$ cat config.mk
export PLATFORM = sky130hd
export DESIGN_NAME = nvp_ctrl
export DESIGN_NICKNAME = d
export VERILOG_FILES = /design/src/nvp_pkg.sv /design/src/nvp_ctrl.sv /design/src/nvp_line.sv
export VERILOG_INCLUDE_DIRS = /design/src
export SDC_FILE = /design/constraint.sdc
export NUM_CORES = 1
export LEC_CHECK = 0
export BUFFER_PORTS_ARGS = -buffer_cell sky130_fd_sc_hd__buf_2
export CAP_MARGIN = 20
export CORE_MARGIN = 2
export CORE_UTILIZATION = 33
export CTS_CLUSTER_SIZE = 40
export DETAILED_ROUTE_END_ITERATION = 6
export PLACE_DENSITY = 0.65
export SLEW_MARGIN = 10
export SYNTH_ARGS = -nofsm -noshare
export SYNTH_HDL_FRONTEND = slang
export SYNTH_SLANG_ARGS = --single-unit
export TNS_END_PERCENT = 30
$ cat constraint.sdc
create_clock -name clk -period 23.6 [get_ports clk]
set_input_delay 2.36 -clock clk [delete_from_list [all_inputs] [get_ports clk]]
set_output_delay 2.36 -clock clk [all_outputs]
set_load 0.02 [all_outputs]
$ cat src/nvp_regs.svh
/*
 * Register offsets, field positions, reset values and counts of the
 * interrupt line pending and enable logic.
 * Assumes byte addresses relative to the block's own base on the bus.
 */
`ifndef NVP_REGS_SVH
`define NVP_REGS_SVH

// Line count and priority packing
`define NVP_LINES         32
`define NVP_PRIO_W        8
`define NVP_PRIO_REGS     8

// Byte offsets of the line registers
`define NVP_OFS_EN_SET    12'h100
`define NVP_OFS_EN_CLR    12'h180
`define NVP_OFS_PEND_SET  12'h200
`define NVP_OFS_PEND_CLR  12'h280
`define NVP_OFS_PRIO0     12'h400
`define NVP_OFS_PRIO7     12'h41C

// Byte offsets of the control and event registers
`define NVP_OFS_APP_CTRL  12'h600
`define NVP_OFS_ACTIVE    12'h640
`define NVP_OFS_EV_STAT   12'h680
`define NVP_OFS_EV_CLR    12'h684
`define NVP_OFS_EV_EN     12'h688

// Field positions
`define NVP_CLRACT_BIT    1
`define NVP_EV_PEND       0
`define NVP_EV_REPEND     1
`define NVP_EV_MASKED     2
`define NVP_EV_BITS       3

// Reset values
`define NVP_RST_WORD      32'h0000_0000
`define NVP_RST_EV        3'h0

`endif

$ cat src/nvp_pkg.sv
/*
 * Types shared by the interrupt line pending and enable logic.
 * Assumes nothing of its surroundings.
 */
package nvp_pkg;
  typedef logic [31:0] nvp_word_t;
  typedef logic [11:0] nvp_addr_t;
  typedef logic [3:0]  nvp_be_t;
  typedef logic [4:0]  nvp_idx_t;
endpackage : nvp_pkg

$ cat src/nvp_ctrl.sv
/*
 * Pending, enable and priority logic for 32 external interrupt lines,
 * with an Avalon-MM register slave and a summary interrupt output.
 * Assumes peripheral lines are asynchronous pins and that the exception
 * entry and return strobes come from logic on clk.
 */
// Decided for this implementation: the Avalon-MM interface to the registers and the address map.
`timescale 1ns/1ns
`include "nvp_regs.svh"

// Notes on behaviour
// - Up to 32 lines, each with enable, pending, priority and index.
// - Both level and pulse sources are handled.
// - A pulse during the active period sets pending once.
// - A level still high at exception return sets pending again.
// - Enable set/clear registers are write-one; both read the enables.
// - Disabled lines still go pending but never activate.
// - Disabling an active line leaves it active until return, clear-all-active or reset.
// - Enables may be tied to zero or one per line.
// - Pending set/clear registers are write-one; both read the pending bits.
// - Clearing pending never changes the active state.
// - Software set and clear of pending is chosen per line.
// - Each line has an 8-bit priority, four per 32-bit word.
// - Inputs are active high unless LINE_LOW is set; type and sense chosen per line.
// - Assertion is a rising edge, or high at clear-all-active or return.
// - Pending clears on entry while enabled, or clear write while input is low.
// - Pending sets on assertion or set write, else holds.
module nvp_ctrl
  import nvp_pkg::*;
#(
  parameter logic [31:0] LINE_PRESENT = 32'hFFFF_FFFF,
  parameter logic [31:0] LINE_FIXED   = 32'h0000_0000,
  parameter logic [31:0] LINE_PULSE   = 32'hFFFF_FFFF,
  parameter logic [31:0] LINE_LOW     = 32'h0000_0000,
  parameter logic [31:0] LINE_SW_SET  = 32'hFFFF_FFFF,
  parameter logic [31:0] LINE_SW_CLR  = 32'hFFFF_FFFF
) (
  input  wire logic          clk,
  input  wire logic          rst,
  input  wire nvp_pkg::nvp_addr_t avs_address,
  input  wire logic          avs_read,
  input  wire logic          avs_write,
  input  wire nvp_pkg::nvp_word_t avs_writedata,
  input  wire nvp_pkg::nvp_be_t   avs_byteenable,
  output nvp_pkg::nvp_word_t avs_readdata,
  output logic               avs_waitrequest,
  input  wire logic [31:0]   irq_lines,
  input  wire logic          exception_entry_event,
  input  wire nvp_pkg::nvp_idx_t entry_line_index,
  input  wire logic          exception_return_event,
  input  wire nvp_pkg::nvp_idx_t return_line_index,
  output logic [31:0]        line_pending_bits,
  output logic [31:0]        line_enabled_bits,
  output logic [31:0]        line_active_bits,
  output logic [31:0]        line_request_bits,
  output logic [255:0]       line_priority_bits,
  output logic               ctrl_irq
);
  import nvp_pkg::*;

  ////////////////////////////////////////////////////////////////////////
  // Declarations
  logic [31:0]  irq_meta_ff;
  logic [31:0]  irq_sync_ff;
  logic [31:0]  irq_prev_ff;
  logic [31:0]  irq_level;
  logic [31:0]  irq_rise;
  logic         wait_ff;
  nvp_word_t    rdata_ff;
  nvp_word_t    nxt_rdata;
  logic         acc;
  logic         wr_acc;
  nvp_word_t    wmask;
  nvp_word_t    wbits;
  logic         wr_en_set;
  logic         wr_en_clr;
  logic         wr_pend_set;
  logic         wr_pend_clr;
  logic         wr_app;
  logic         wr_ev_clr;
  logic         wr_ev_en;
  logic         wr_prio;
  logic [2:0]   prio_idx;
  logic         clr_all;
  nvp_word_t    prio_ff [0:7];
  logic [31:0]  entry_dec;
  logic [31:0]  ret_dec;
  logic [31:0]  pend_w;
  logic [31:0]  en_w;
  logic [31:0]  act_w;
  logic [31:0]  ev_pend_w;
  logic [31:0]  ev_repend_w;
  logic [31:0]  ev_masked_w;
  logic [31:0]  req_ff;
  logic [`NVP_EV_BITS-1:0] ev_stat_ff;
  logic [`NVP_EV_BITS-1:0] ev_en_ff;
  logic [`NVP_EV_BITS-1:0] ev_new;
  logic         irq_ff;

  ////////////////////////////////////////////////////////////////////////
  // Input synchroniser; the first stage feeds only the second
  // one clock period is enough to be caught
  always_ff @(posedge clk or posedge rst) begin
    if (rst) begin
      irq_meta_ff <= LINE_LOW;
      irq_sync_ff <= LINE_LOW;
      irq_prev_ff <= LINE_LOW;
    end else begin
      irq_meta_ff <= irq_lines;
      irq_sync_ff <= irq_meta_ff;
      irq_prev_ff <= irq_sync_ff;
    end
  end

  // Sense correction after the synchroniser
  // lines seen active high inside
  assign irq_level = irq_sync_ff ^ LINE_LOW;
  // low to high on a clock edge
  assign irq_rise  = irq_level & ~(irq_prev_ff ^ LINE_LOW);

  ////////////////////////////////////////////////////////////////////////
  // Avalon slave timing: one wait cycle, then the access completes.
  // Waitrequest idles high so it can come straight from a flop.
  always_ff @(posedge clk or posedge rst) begin
    if (rst) begin
      wait_ff <= 1'b1;
    end else begin
      wait_ff <= !((avs_read | avs_write) & wait_ff);
    end
  end

  assign acc    = (avs_read | avs_write) & !wait_ff;
  assign wr_acc = avs_write & !wait_ff;

  // Byte lanes expanded to a bit mask
  assign wmask = {{8{avs_byteenable[3]}}, {8{avs_byteenable[2]}},
                  {8{avs_byteenable[1]}}, {8{avs_byteenable[0]}}};
  assign wbits = avs_writedata & wmask;

  ////////////////////////////////////////////////////////////////////////
  // Write decode
  always_comb begin
    wr_en_set   = 1'b0;
    wr_en_clr   = 1'b0;
    wr_pend_set = 1'b0;
    wr_pend_clr = 1'b0;
    wr_app      = 1'b0;
    wr_ev_clr   = 1'b0;
    wr_ev_en    = 1'b0;
    wr_prio     = 1'b0;
    if (!wr_acc) begin
      wr_prio = 1'b0;
    end else if (avs_address == `NVP_OFS_EN_SET) begin
      wr_en_set = 1'b1;
    end else if (avs_address == `NVP_OFS_EN_CLR) begin
      wr_en_clr = 1'b1;
    end else if (avs_address == `NVP_OFS_PEND_SET) begin
      wr_pend_set = 1'b1;
    end else if (avs_address == `NVP_OFS_PEND_CLR) begin
      wr_pend_clr = 1'b1;
    end else if (avs_address == `NVP_OFS_APP_CTRL) begin
      wr_app = 1'b1;
    end else if (avs_address == `NVP_OFS_EV_CLR) begin
      wr_ev_clr = 1'b1;
    end else if (avs_address == `NVP_OFS_EV_EN) begin
      wr_ev_en = 1'b1;
    end else if (avs_address >= `NVP_OFS_PRIO0 && avs_address <= `NVP_OFS_PRIO7 &&
                 avs_address[1:0] == 2'b00) begin
      wr_prio = 1'b1;
    end
  end

  assign prio_idx = avs_address[4:2];
  // Clear-all-active write; a one-cycle pulse
  assign clr_all  = wr_app & wbits[`NVP_CLRACT_BIT];

  ////////////////////////////////////////////////////////////////////////
  // Priority words, byte lanes honoured
  // 8-bit fields, four per word
  always_ff @(posedge clk or posedge rst) begin
    if (rst) begin
      for (int i = 0; i < `NVP_PRIO_REGS; i++) begin
        prio_ff[i] <= `NVP_RST_WORD;
      end
    end else if (wr_prio) begin
      prio_ff[prio_idx] <= (prio_ff[prio_idx] & ~wmask) | wbits;
    end
  end

  ////////////////////////////////////////////////////////////////////////
  // Exception entry and return decoded to one strobe per line
  // index selects one of 32 lines
  always_comb begin
    entry_dec = '0;
    ret_dec   = '0;
    if (exception_entry_event) begin
      entry_dec[entry_line_index] = 1'b1;
    end
    if (exception_return_event) begin
      ret_dec[return_line_index] = 1'b1;
    end
  end

  ////////////////////////////////////////////////////////////////////////
  // One line block per interrupt
  // software set and clear chosen per line
  genvar g;
  generate
    for (g = 0; g < `NVP_LINES; g++) begin : gen_line
      nvp_line #(
        .PRESENT   (LINE_PRESENT[g]),
        .ALWAYS_EN (LINE_FIXED[g]),
        .PULSE     (LINE_PULSE[g]),
        .SW_SET    (LINE_SW_SET[g]),
        .SW_CLR    (LINE_SW_CLR[g])
      ) u_line (
        .clk       (clk),
        .rst       (rst),
        .irq_level (irq_level[g]),
        .irq_rise  (irq_rise[g]),
        .sample_hi (clr_all | ret_dec[g]),
        .entry     (entry_dec[g]),
        .ret       (ret_dec[g]),
        .clr_all   (clr_all),
        .set_en    (wr_en_set & wbits[g]),
        .clr_en    (wr_en_clr & wbits[g]),
        // write one sets or clears pending
        .set_pend  (wr_pend_set & wbits[g]),
        .clr_pend  (wr_pend_clr & wbits[g]),
        .pending   (pend_w[g]),
        .enabled   (en_w[g]),
        .active    (act_w[g]),
        .ev_pend   (ev_pend_w[g]),
        .ev_repend (ev_repend_w[g]),
        .ev_masked (ev_masked_w[g])
      );
      // Priority fields flattened for the exception logic
      assign line_priority_bits[g*`NVP_PRIO_W +: `NVP_PRIO_W] =
        prio_ff[g/4][(g%4)*`NVP_PRIO_W +: `NVP_PRIO_W];
    end
  endgenerate

  ////////////////////////////////////////////////////////////////////////
  // Read mux, loaded during the wait cycle so data stands at completion
  always_comb begin
    nxt_rdata = `NVP_RST_WORD;
    if (avs_address == `NVP_OFS_EN_SET || avs_address == `NVP_OFS_EN_CLR) begin
      nxt_rdata = en_w;
    end else if (avs_address == `NVP_OFS_PEND_SET || avs_address == `NVP_OFS_PEND_CLR) begin
      nxt_rdata = pend_w;
    end else if (avs_address >= `NVP_OFS_PRIO0 && avs_address <= `NVP_OFS_PRIO7 &&
                 avs_address[1:0] == 2'b00) begin
      nxt_rdata = prio_ff[prio_idx];
    end else if (avs_address == `NVP_OFS_ACTIVE) begin
      nxt_rdata = act_w;
    end else if (avs_address == `NVP_OFS_EV_STAT) begin
      nxt_rdata = {29'h0, ev_stat_ff};
    end else if (avs_address == `NVP_OFS_EV_EN) begin
      nxt_rdata = {29'h0, ev_en_ff};
    end
  end

  always_ff @(posedge clk or posedge rst) begin
    if (rst) begin
      rdata_ff <= `NVP_RST_WORD;
    end else if (avs_read & wait_ff) begin
      rdata_ff <= nxt_rdata;
    end
  end

  ////////////////////////////////////////////////////////////////////////
  // Event status: sticky, set beats a same-cycle clear
  assign ev_new[`NVP_EV_PEND]   = |ev_pend_w;
  assign ev_new[`NVP_EV_REPEND] = |ev_repend_w;
  assign ev_new[`NVP_EV_MASKED] = |ev_masked_w;

  always_ff @(posedge clk or posedge rst) begin
    if (rst) begin
      ev_stat_ff <= `NVP_RST_EV;
    end else if (wr_ev_clr) begin
      ev_stat_ff <= ev_new | (ev_stat_ff & ~wbits[`NVP_EV_BITS-1:0]);
    end else begin
      ev_stat_ff <= ev_new | ev_stat_ff;
    end
  end

  // Event enables
  always_ff @(posedge clk or posedge rst) begin
    if (rst) begin
      ev_en_ff <= `NVP_RST_EV;
    end else if (wr_ev_en) begin
      ev_en_ff <= wbits[`NVP_EV_BITS-1:0];
    end
  end

  // Summary interrupt, one cycle behind the status
  always_ff @(posedge clk or posedge rst) begin
    if (rst) begin
      irq_ff <= 1'b0;
    end else begin
      irq_ff <= |(ev_stat_ff & ev_en_ff);
    end
  end

  ////////////////////////////////////////////////////////////////////////
  // Lines ready for the exception logic: pending, enabled, not active.
  // Ranking by priority is left to the exception logic.
  // disabled lines never request
  always_ff @(posedge clk or posedge rst) begin
    if (rst) begin
      req_ff <= `NVP_RST_WORD;
    end else begin
      req_ff <= pend_w & en_w & ~act_w;
    end
  end

  ////////////////////////////////////////////////////////////////////////
  // Outputs
  assign avs_readdata      = rdata_ff;
  assign avs_waitrequest   = wait_ff;
  assign line_pending_bits = pend_w;
  assign line_enabled_bits = en_w;
  assign line_active_bits  = act_w;
  assign line_request_bits = req_ff;
  assign ctrl_irq          = irq_ff;
endmodule : nvp_ctrl

$ cat src/nvp_line.sv
/*
 * One interrupt line: pending, enable and active state.
 * Assumes its inputs are already synchronised to clk and that the
 * write strobes are one-cycle pulses from the register slave.
 */
`timescale 1ns/1ns
module nvp_line #(
  parameter bit PRESENT   = 1'b1,
  parameter bit ALWAYS_EN = 1'b0,
  parameter bit PULSE     = 1'b1,
  parameter bit SW_SET    = 1'b1,
  parameter bit SW_CLR    = 1'b1
) (
  input  wire logic clk,
  input  wire logic rst,
  input  wire logic irq_level,
  input  wire logic irq_rise,
  input  wire logic sample_hi,
  input  wire logic entry,
  input  wire logic ret,
  input  wire logic clr_all,
  input  wire logic set_en,
  input  wire logic clr_en,
  input  wire logic set_pend,
  input  wire logic clr_pend,
  output logic      pending,
  output logic      enabled,
  output logic      active,
  output logic      ev_pend,
  output logic      ev_repend,
  output logic      ev_masked
);
  logic pending_ff;
  logic enabled_ff;
  logic active_ff;
  logic assert_ev;
  logic entry_ok;
  logic set_c;
  logic clr_c;

  //////////////////////////////////////////////////////////////////////
  // Assertion and clear terms
  // rise or sampled high
  // level lines also re-pend while idle
  assign assert_ev = irq_rise | (irq_level & sample_hi) | (!PULSE & irq_level & !active_ff & !entry);
  assign entry_ok  = entry & enabled_ff;
  assign set_c     = PRESENT & (assert_ev | (SW_SET & set_pend));
  // entry while enabled, or software clear with input low
  assign clr_c     = entry_ok | (SW_CLR & clr_pend & !irq_level);

  // Pending bit; set beats clear so no event is lost
  // new pulse sets pending while active
  always_ff @(posedge clk or posedge rst) begin
    if (rst) begin
      pending_ff <= 1'b0;
    end else begin
      pending_ff <= set_c | (pending_ff & !clr_c);
    end
  end

  // Enable bit
  // absent lines tie low, fixed lines tie high
  always_ff @(posedge clk or posedge rst) begin
    if (rst) begin
      enabled_ff <= ALWAYS_EN & PRESENT;
    end else if (!PRESENT) begin
      enabled_ff <= 1'b0;
    end else if (ALWAYS_EN) begin
      enabled_ff <= 1'b1;
    end else if (set_en) begin
      enabled_ff <= 1'b1;
    end else if (clr_en) begin
      enabled_ff <= 1'b0;
    end
  end

  // Active state, untouched by enable and pending writes
  // only return, clear-all-active or reset ends it
  always_ff @(posedge clk or posedge rst) begin
    if (rst) begin
      active_ff <= 1'b0;
    end else if (entry_ok) begin
      active_ff <= 1'b1;
    end else if (ret | clr_all) begin
      active_ff <= 1'b0;
    end
  end

  assign pending   = pending_ff;
  assign enabled   = enabled_ff;
  assign active    = active_ff;
  assign ev_pend   = set_c & !pending_ff;
  assign ev_repend = PRESENT & irq_level & ret;
  assign ev_masked = set_c & !enabled_ff;
endmodule : nvp_line

; ---- Yosys cells after proc, flatten, opt, wreduce, memory -nomap -nowiden
; Cells that the tools add are included.
[totals]
ff_bits = 520
wordCells = 1059
[classes]
n_lt_le_gt_ge = 8
n_eq_ne = 9
n_mux = 191
bitwise_logic = 532
n_reduce_logical = 206
[ops]
columns = cell, count
row1 = AND 1 bit, 356
row2 = two-way mux 32 bit, 9
row3 = bitwise mux 256 bit, 1
row4 = two-way mux 1 bit, 174
row5 = bitwise OR 1 bit, 161
row6 = AND 32 bit, 5
row7 = zero test 1 bit, 130
row8 = nonzero test 2 bit, 64
row9 = binary-select mux 32 bit (select 3 bit), 1
row10 = demux 32 bit (select 3 bit), 1
row11 = inverter 32 bit, 3
row12 = OR reduction 32 bit, 3
row13 = equality test 12 x 11 -> 1 bit (second input constant), 5
row14 = bitwise OR 32 bit, 1
row15 = equality test 12 x 10 -> 1 bit (second input constant), 2
row16 = equality test 12 x 9 -> 1 bit (second input constant), 2
row17 = greater-or-equal comparator 12 x 11 -> 1 bit (second input constant), 1
row18 = less-or-equal comparator 12 x 11 -> 1 bit (second input constant), 1
row19 = less-than comparator 5 x 6 -> 1 bit (second input constant), 2
row20 = demux 1 bit (select 5 bit), 2
row21 = greater-or-equal comparator 5 x 1 -> 1 bit (second input constant), 2
row22 = two-way mux 3 bit, 3
row23 = AND 3 bit, 2
row24 = bitwise OR 3 bit, 2
row25 = 8 further kinds, 13

; ---- Longest topological paths before layout
[depth]
ltp_word = 16
mapped_depth = 10

; ---- By module
; Synthesis repeated with hierarchy kept, for this count alone.
[hier_totals]
cells_unflattened = 2497
area_unflattened_um2 = 23924.2
[by_module_without_submodules]
columns = mod, n_inst, cells_per_inst, area_per_inst_um2, seq_area_each_um2
row1 = nvp_ctrl, 1, 1985, 18919.4, 10611.4
row2 = nvp_line, 32, 16, 156.4, 75.1

; ---- Least setup slack after synthesis
; Ideal clock, no wire load.
[synth_path]
path_kind = input to register
startpoint = in avs_address[2]
endpoint = reg rdata_ff[12] (netlist: avs_readdata[12])
setup_time_ps = 137
arrival_ps = 4153
required_time_ps = 23463
setup_slack_ps = 19310
stages = 8
cell_sequence = buf_2 buf_2 buf_2 mux4_2 mux2i_1 o21ai_0 a221oi_1 a21oi_1
[synth_between]
elab_chain_cells = 7
elab_cells_between_ends = 19
cone_classes = order compare: 2 / eq/ne: 5 / mux: 7 / bitwise: 1 / reduce/logical: 4
[synth_rtl]
columns = element, line
row1 = "start, declared", nvp_ctrl.sv:40  ; input wire nvp_pkg::nvp_addr_t avs_address,
row2 = "parallel branches: the longest is 6 deep, another holds greater-or-equal comparator 12 x 11 -> 1 bit", --
row3 = two-way mux 32 bit (*), nvp_ctrl.sv:247  ; if (avs_address == `NVP_OFS_EN_SET || avs_address == `NVP_OFS_EN_CLR) begin
row4 = "end signal, assigned", nvp_ctrl.sv:265  ; rdata_ff <= `NVP_RST_WORD;
row5 = "end signal, assigned", nvp_ctrl.sv:267  ; rdata_ff <= nxt_rdata;
row6 = "end, declared", nvp_ctrl.sv:69  ; nvp_word_t rdata_ff;
; Every way passes the cells marked *. The select of a mux whose other input is x is not followed.
; A chain may end at the register's enable or synchronous reset.

==> out/qor.yml <==
io_pins: 514
fp.coreArea_mm2: 0.0716
area_growth_pct: 21.6
port_buffers: 513
worst-slew-pin-transition_ns: 1.26
clock_tree_from_tritoncts: "built"
drc: 0
tritoncts.num_buffers: 59
nets: 2851
pwr_density_cell_mw_per_mm2: 71.7
ant_nets: 0
grt_pass1_vias: 20586
ctsLongestPathBuffers: 3
start_util: 0.334
floorplan.die.height_um: 273
cts.repair_timing.setup_buffer_count: 0
area.sequential_mm2: 0.0130
fin_tns_setup_ns: 0
clk-insertion-delay-late_ns: 0.66
setup.worst_path.class: "primary input to async pin"
reported_max_cap_violation_count: 0
worst_slew_margin_rel: 0.152
period_utilisation_layout: 0.222
async_flop_share: 1.00
finalHoldViolCount: 0
grt_antenna_before_repair: 15
synthesis.nets: 2453
finClkSkew_ns: 0.0623
worstPathMaxFanout: 128
detailroute.via_count: 21559
p_leak_nw: 13.8
layout_filler_cell_count: 7072
cts.hold.buffers_added: 0
cts_num_sinks: 520
final_core_util: 0.407
gp_congestion: 1.03
kind_of_path_behind_the_tightest_hold_check: "flip-flop to flip-flop"
initialDrtViolationCount: 2403
endpoint_kind: "async pin"
timing.critical_path.from_type: "primary input"
grt_max_degree: 129
std_cell_rows: 98
syn_area_per_cell_um2: 10.2
timing.final.setup_violations: 0
dieArea_mm2: 0.0747
fp.dieW_um: 273
prevailing_post_synth_register_cell: "dfrtp_1"
rsz0062_at_grt: "no"
worst_ep_arrival_time_ns: 5.85
status: "finished, final reports clean"
layout-drive-gt1-share: 0.273
fmaxAchievable_mhz: 190
gr-usage-all-layers: 0.290
detail_route.vias_per_cell: 5.73
synthesis.yosys.warnings: 0
post_cts_resized: 0
multiInputGateArea_mm2: 0.00956
first_pass_grt_wire_length_um: 156000
drt-wirelength-per-cell_um: 29.5
dpl.hpwl_um: 81500
vdd.ir_drop.worst_uv: 57.0
clock-root-buffer: "clkbuf_16"
synthesized_instance_count: 2357
cts.clk_slew.worst_paths_ns: 0.07
postSynthRegisterBits: 520
totalWireLength_um: 111000
synth_enable_flop_cells: 0
ys_seq_area_frac: 0.544
layout_min_cycle_time_ns: 5.25
leftover_overflow_at_the_end_of_global_routing: 0
synthesis.area_mm2: 0.0239
final_max_slew_viol_count: 0
timing.critical_path.required_ns: 24.20
synthDistinctLibCells: 65
detailedRoute.firstPassIterationCount: 6
ctsHtreeMaxLevel: 2
where the power goes:
part           internal (W)  leakage [nW]  switching [W]  total [W]
clock              0.000613          1.04       0.000415    0.00103
combinational     0.0000346          5.96       0.000101   0.000136
sequential         0.000907          6.83      0.0000184   0.000925
through the flow:
stage | instance area (µm²) | setup slack [ns] | power, W | hold WS, ns | std cells
floorplan | 23900 | 6.71 | 0.00101 | 0.331 | 2357
global placement | 26900 | 17.57 | 0.00107 | 0.333 | 3641
detailed placement | 26900 | 17.55 | 0.00108 | 0.335 | 3642
CTS | 29100 | 18.18 | 0.00210 | 0.333 | 3754
global route | 29100 | 17.80 | 0.00215 | 0.342 | 3759
finish | 29100 | 18.35 | 0.00209 | 0.330 | 3761
cells in the final DEF (no fill, tap or decap), types with 8 or more instances in the layout:
master,count
o311ai_0,16
a31oi_1,24
o21ai_1,9
clkbuf_8,9
bufinv_16,11
buf_4,51
nand4_1,12
nor2b_1,13
inv_1,41
a221oi_1,33
clkinv_2,8
a21oi_1,37
a22oi_1,14
o22ai_1,40
clkbuf_1,9
nand2_1,473
o211ai_1,16
buf_2,511
o21a_1,8
mux4_2,64
and3b_1,33
clkbuf_16,59
nand2b_1,38
dfrtp_1,519
o21ai_0,423
nand3_1,75
nor4_1,10
mux2i_1,37
clkinvlp_4,9
nand4b_1,9
nor3_1,12
nor3b_1,18
o2111ai_1,9
nor2_1,46
or3_1,10
area by class of cell:
class | instances | share of cell area
sequential | 520 | 0.447
timing repair buffer | 565 | 0.103
multi-input combinational | 1566 | 0.328
clock inverter | 35 | 0.0186
clock buffer | 77 | 0.0561
tap | 950 | 0.0408
antenna | 5 | 0.000430
inverter | 43 | 0.00580
critical path, stage by stage:
cell,delay (ns)
buf_2,0.13
inv_8,0.55
buf_4,0.84
buf_4,0.84
buf_4,0.87
cell usage after synthesis, types with 3 or more instances:
cell type  instances  share of area
mux2_2             6         0.0028
a221oi_1          33          0.012
or3_1             10         0.0026
dfrtp_1          519           0.54
and3_1             4         0.0010
buf_1              4        0.00063
inv_1             42         0.0066
nand2b_1          38         0.0099
or3b_2             4         0.0015
o21ai_0          423          0.088
a22oi_1           14         0.0044
buf_2             23         0.0048
nand2_2            6         0.0016
buf_4             96          0.030
o21a_1             8         0.0025
and2_1             4         0.0010
nor3_1            13         0.0027
a21oi_1           37         0.0077
o21ai_1            9         0.0019
a31oi_1           24         0.0063
a311oi_1           6         0.0022
o22a_1             5         0.0018
nand4b_1           9         0.0033
a41oi_1            3         0.0011
a21boi_0           3        0.00094
mux2i_1           37          0.015
a2111oi_0          3         0.0011
nor4_1            10         0.0026
clkbuf_1         105          0.016
o311ai_0          16         0.0059
mux4_2            64          0.060
o2111ai_1          9         0.0033
o22ai_1           40          0.010
nand3b_1           6         0.0019
nor2_1            47         0.0074
nand2_1          473          0.074
nor2b_1           13         0.0034
o221ai_1           6         0.0022
and3b_1           33          0.012
nand3_1           75          0.016
o211ai_1          16         0.0050
nor3b_1           20         0.0063
nand4_1           12         0.0031
state kept, by name, indices dropped and copies added, names as in the netlist:
name,cells
irq_level,32
gen_line.u_line.active,32
avs_readdata,32
line_priority_bits,256
irq_prev_ff,32
gen_line.u_line.pending,32
ctrl_irq,1
gen_line.u_line.enabled,32
line_request_bits,32
avs_waitrequest,1
ev_stat_ff,3
irq_meta_ff,32
ev_en_ff,3
per-layer routing:
| metal | part of all wire | track usage |
|---|---|---|
| met5 | 0.00051 | 0 |
| met4 | 0.047 | 0.116 |
| met3 | 0.10 | 0.0804 |
| met2 | 0.46 | 0.455 |
| met1 | 0.39 | 0.379 |
kinds of logic (layout without fill, tap and decap cells):
family,count (synthesis),count (layout),synth area share
compound gates,667,667,0.162
other cells,0,5,0
flops,520,520,0.544
simple gates,792,792,0.157
buf+inv,271,720,0.0587
mux,107,107,0.0785
worst paths after layout:
check / startpoint / to / slack (ns) / depth (start not counted)
hold reg to reg: irq_meta_ff[9]$_DFF_PP0_ / irq_level[9]$_DFF_PP0_ / 0.33 / 0
min in group asynchronous: rst / line_priority_bits[131]$_DFFE_PP0P_ / 1.83 / 2
setup reg to reg: avs_waitrequest$_DFF_PP1_ / ev_stat_ff[0]$_DFF_PP0_ / 20.55 / 8
hold / removal: irq_meta_ff[9]$_DFF_PP0_ / irq_level[9]$_DFF_PP0_ / 0.33 / 0
max in group clk: avs_address[2] / avs_readdata[23]$_DFFE_PP0P_ / 18.68 / 7
setup / recovery: rst / line_request_bits[22]$_DFF_PP0_ / 18.35 / 5
Power figures use the tool's default switching activity.
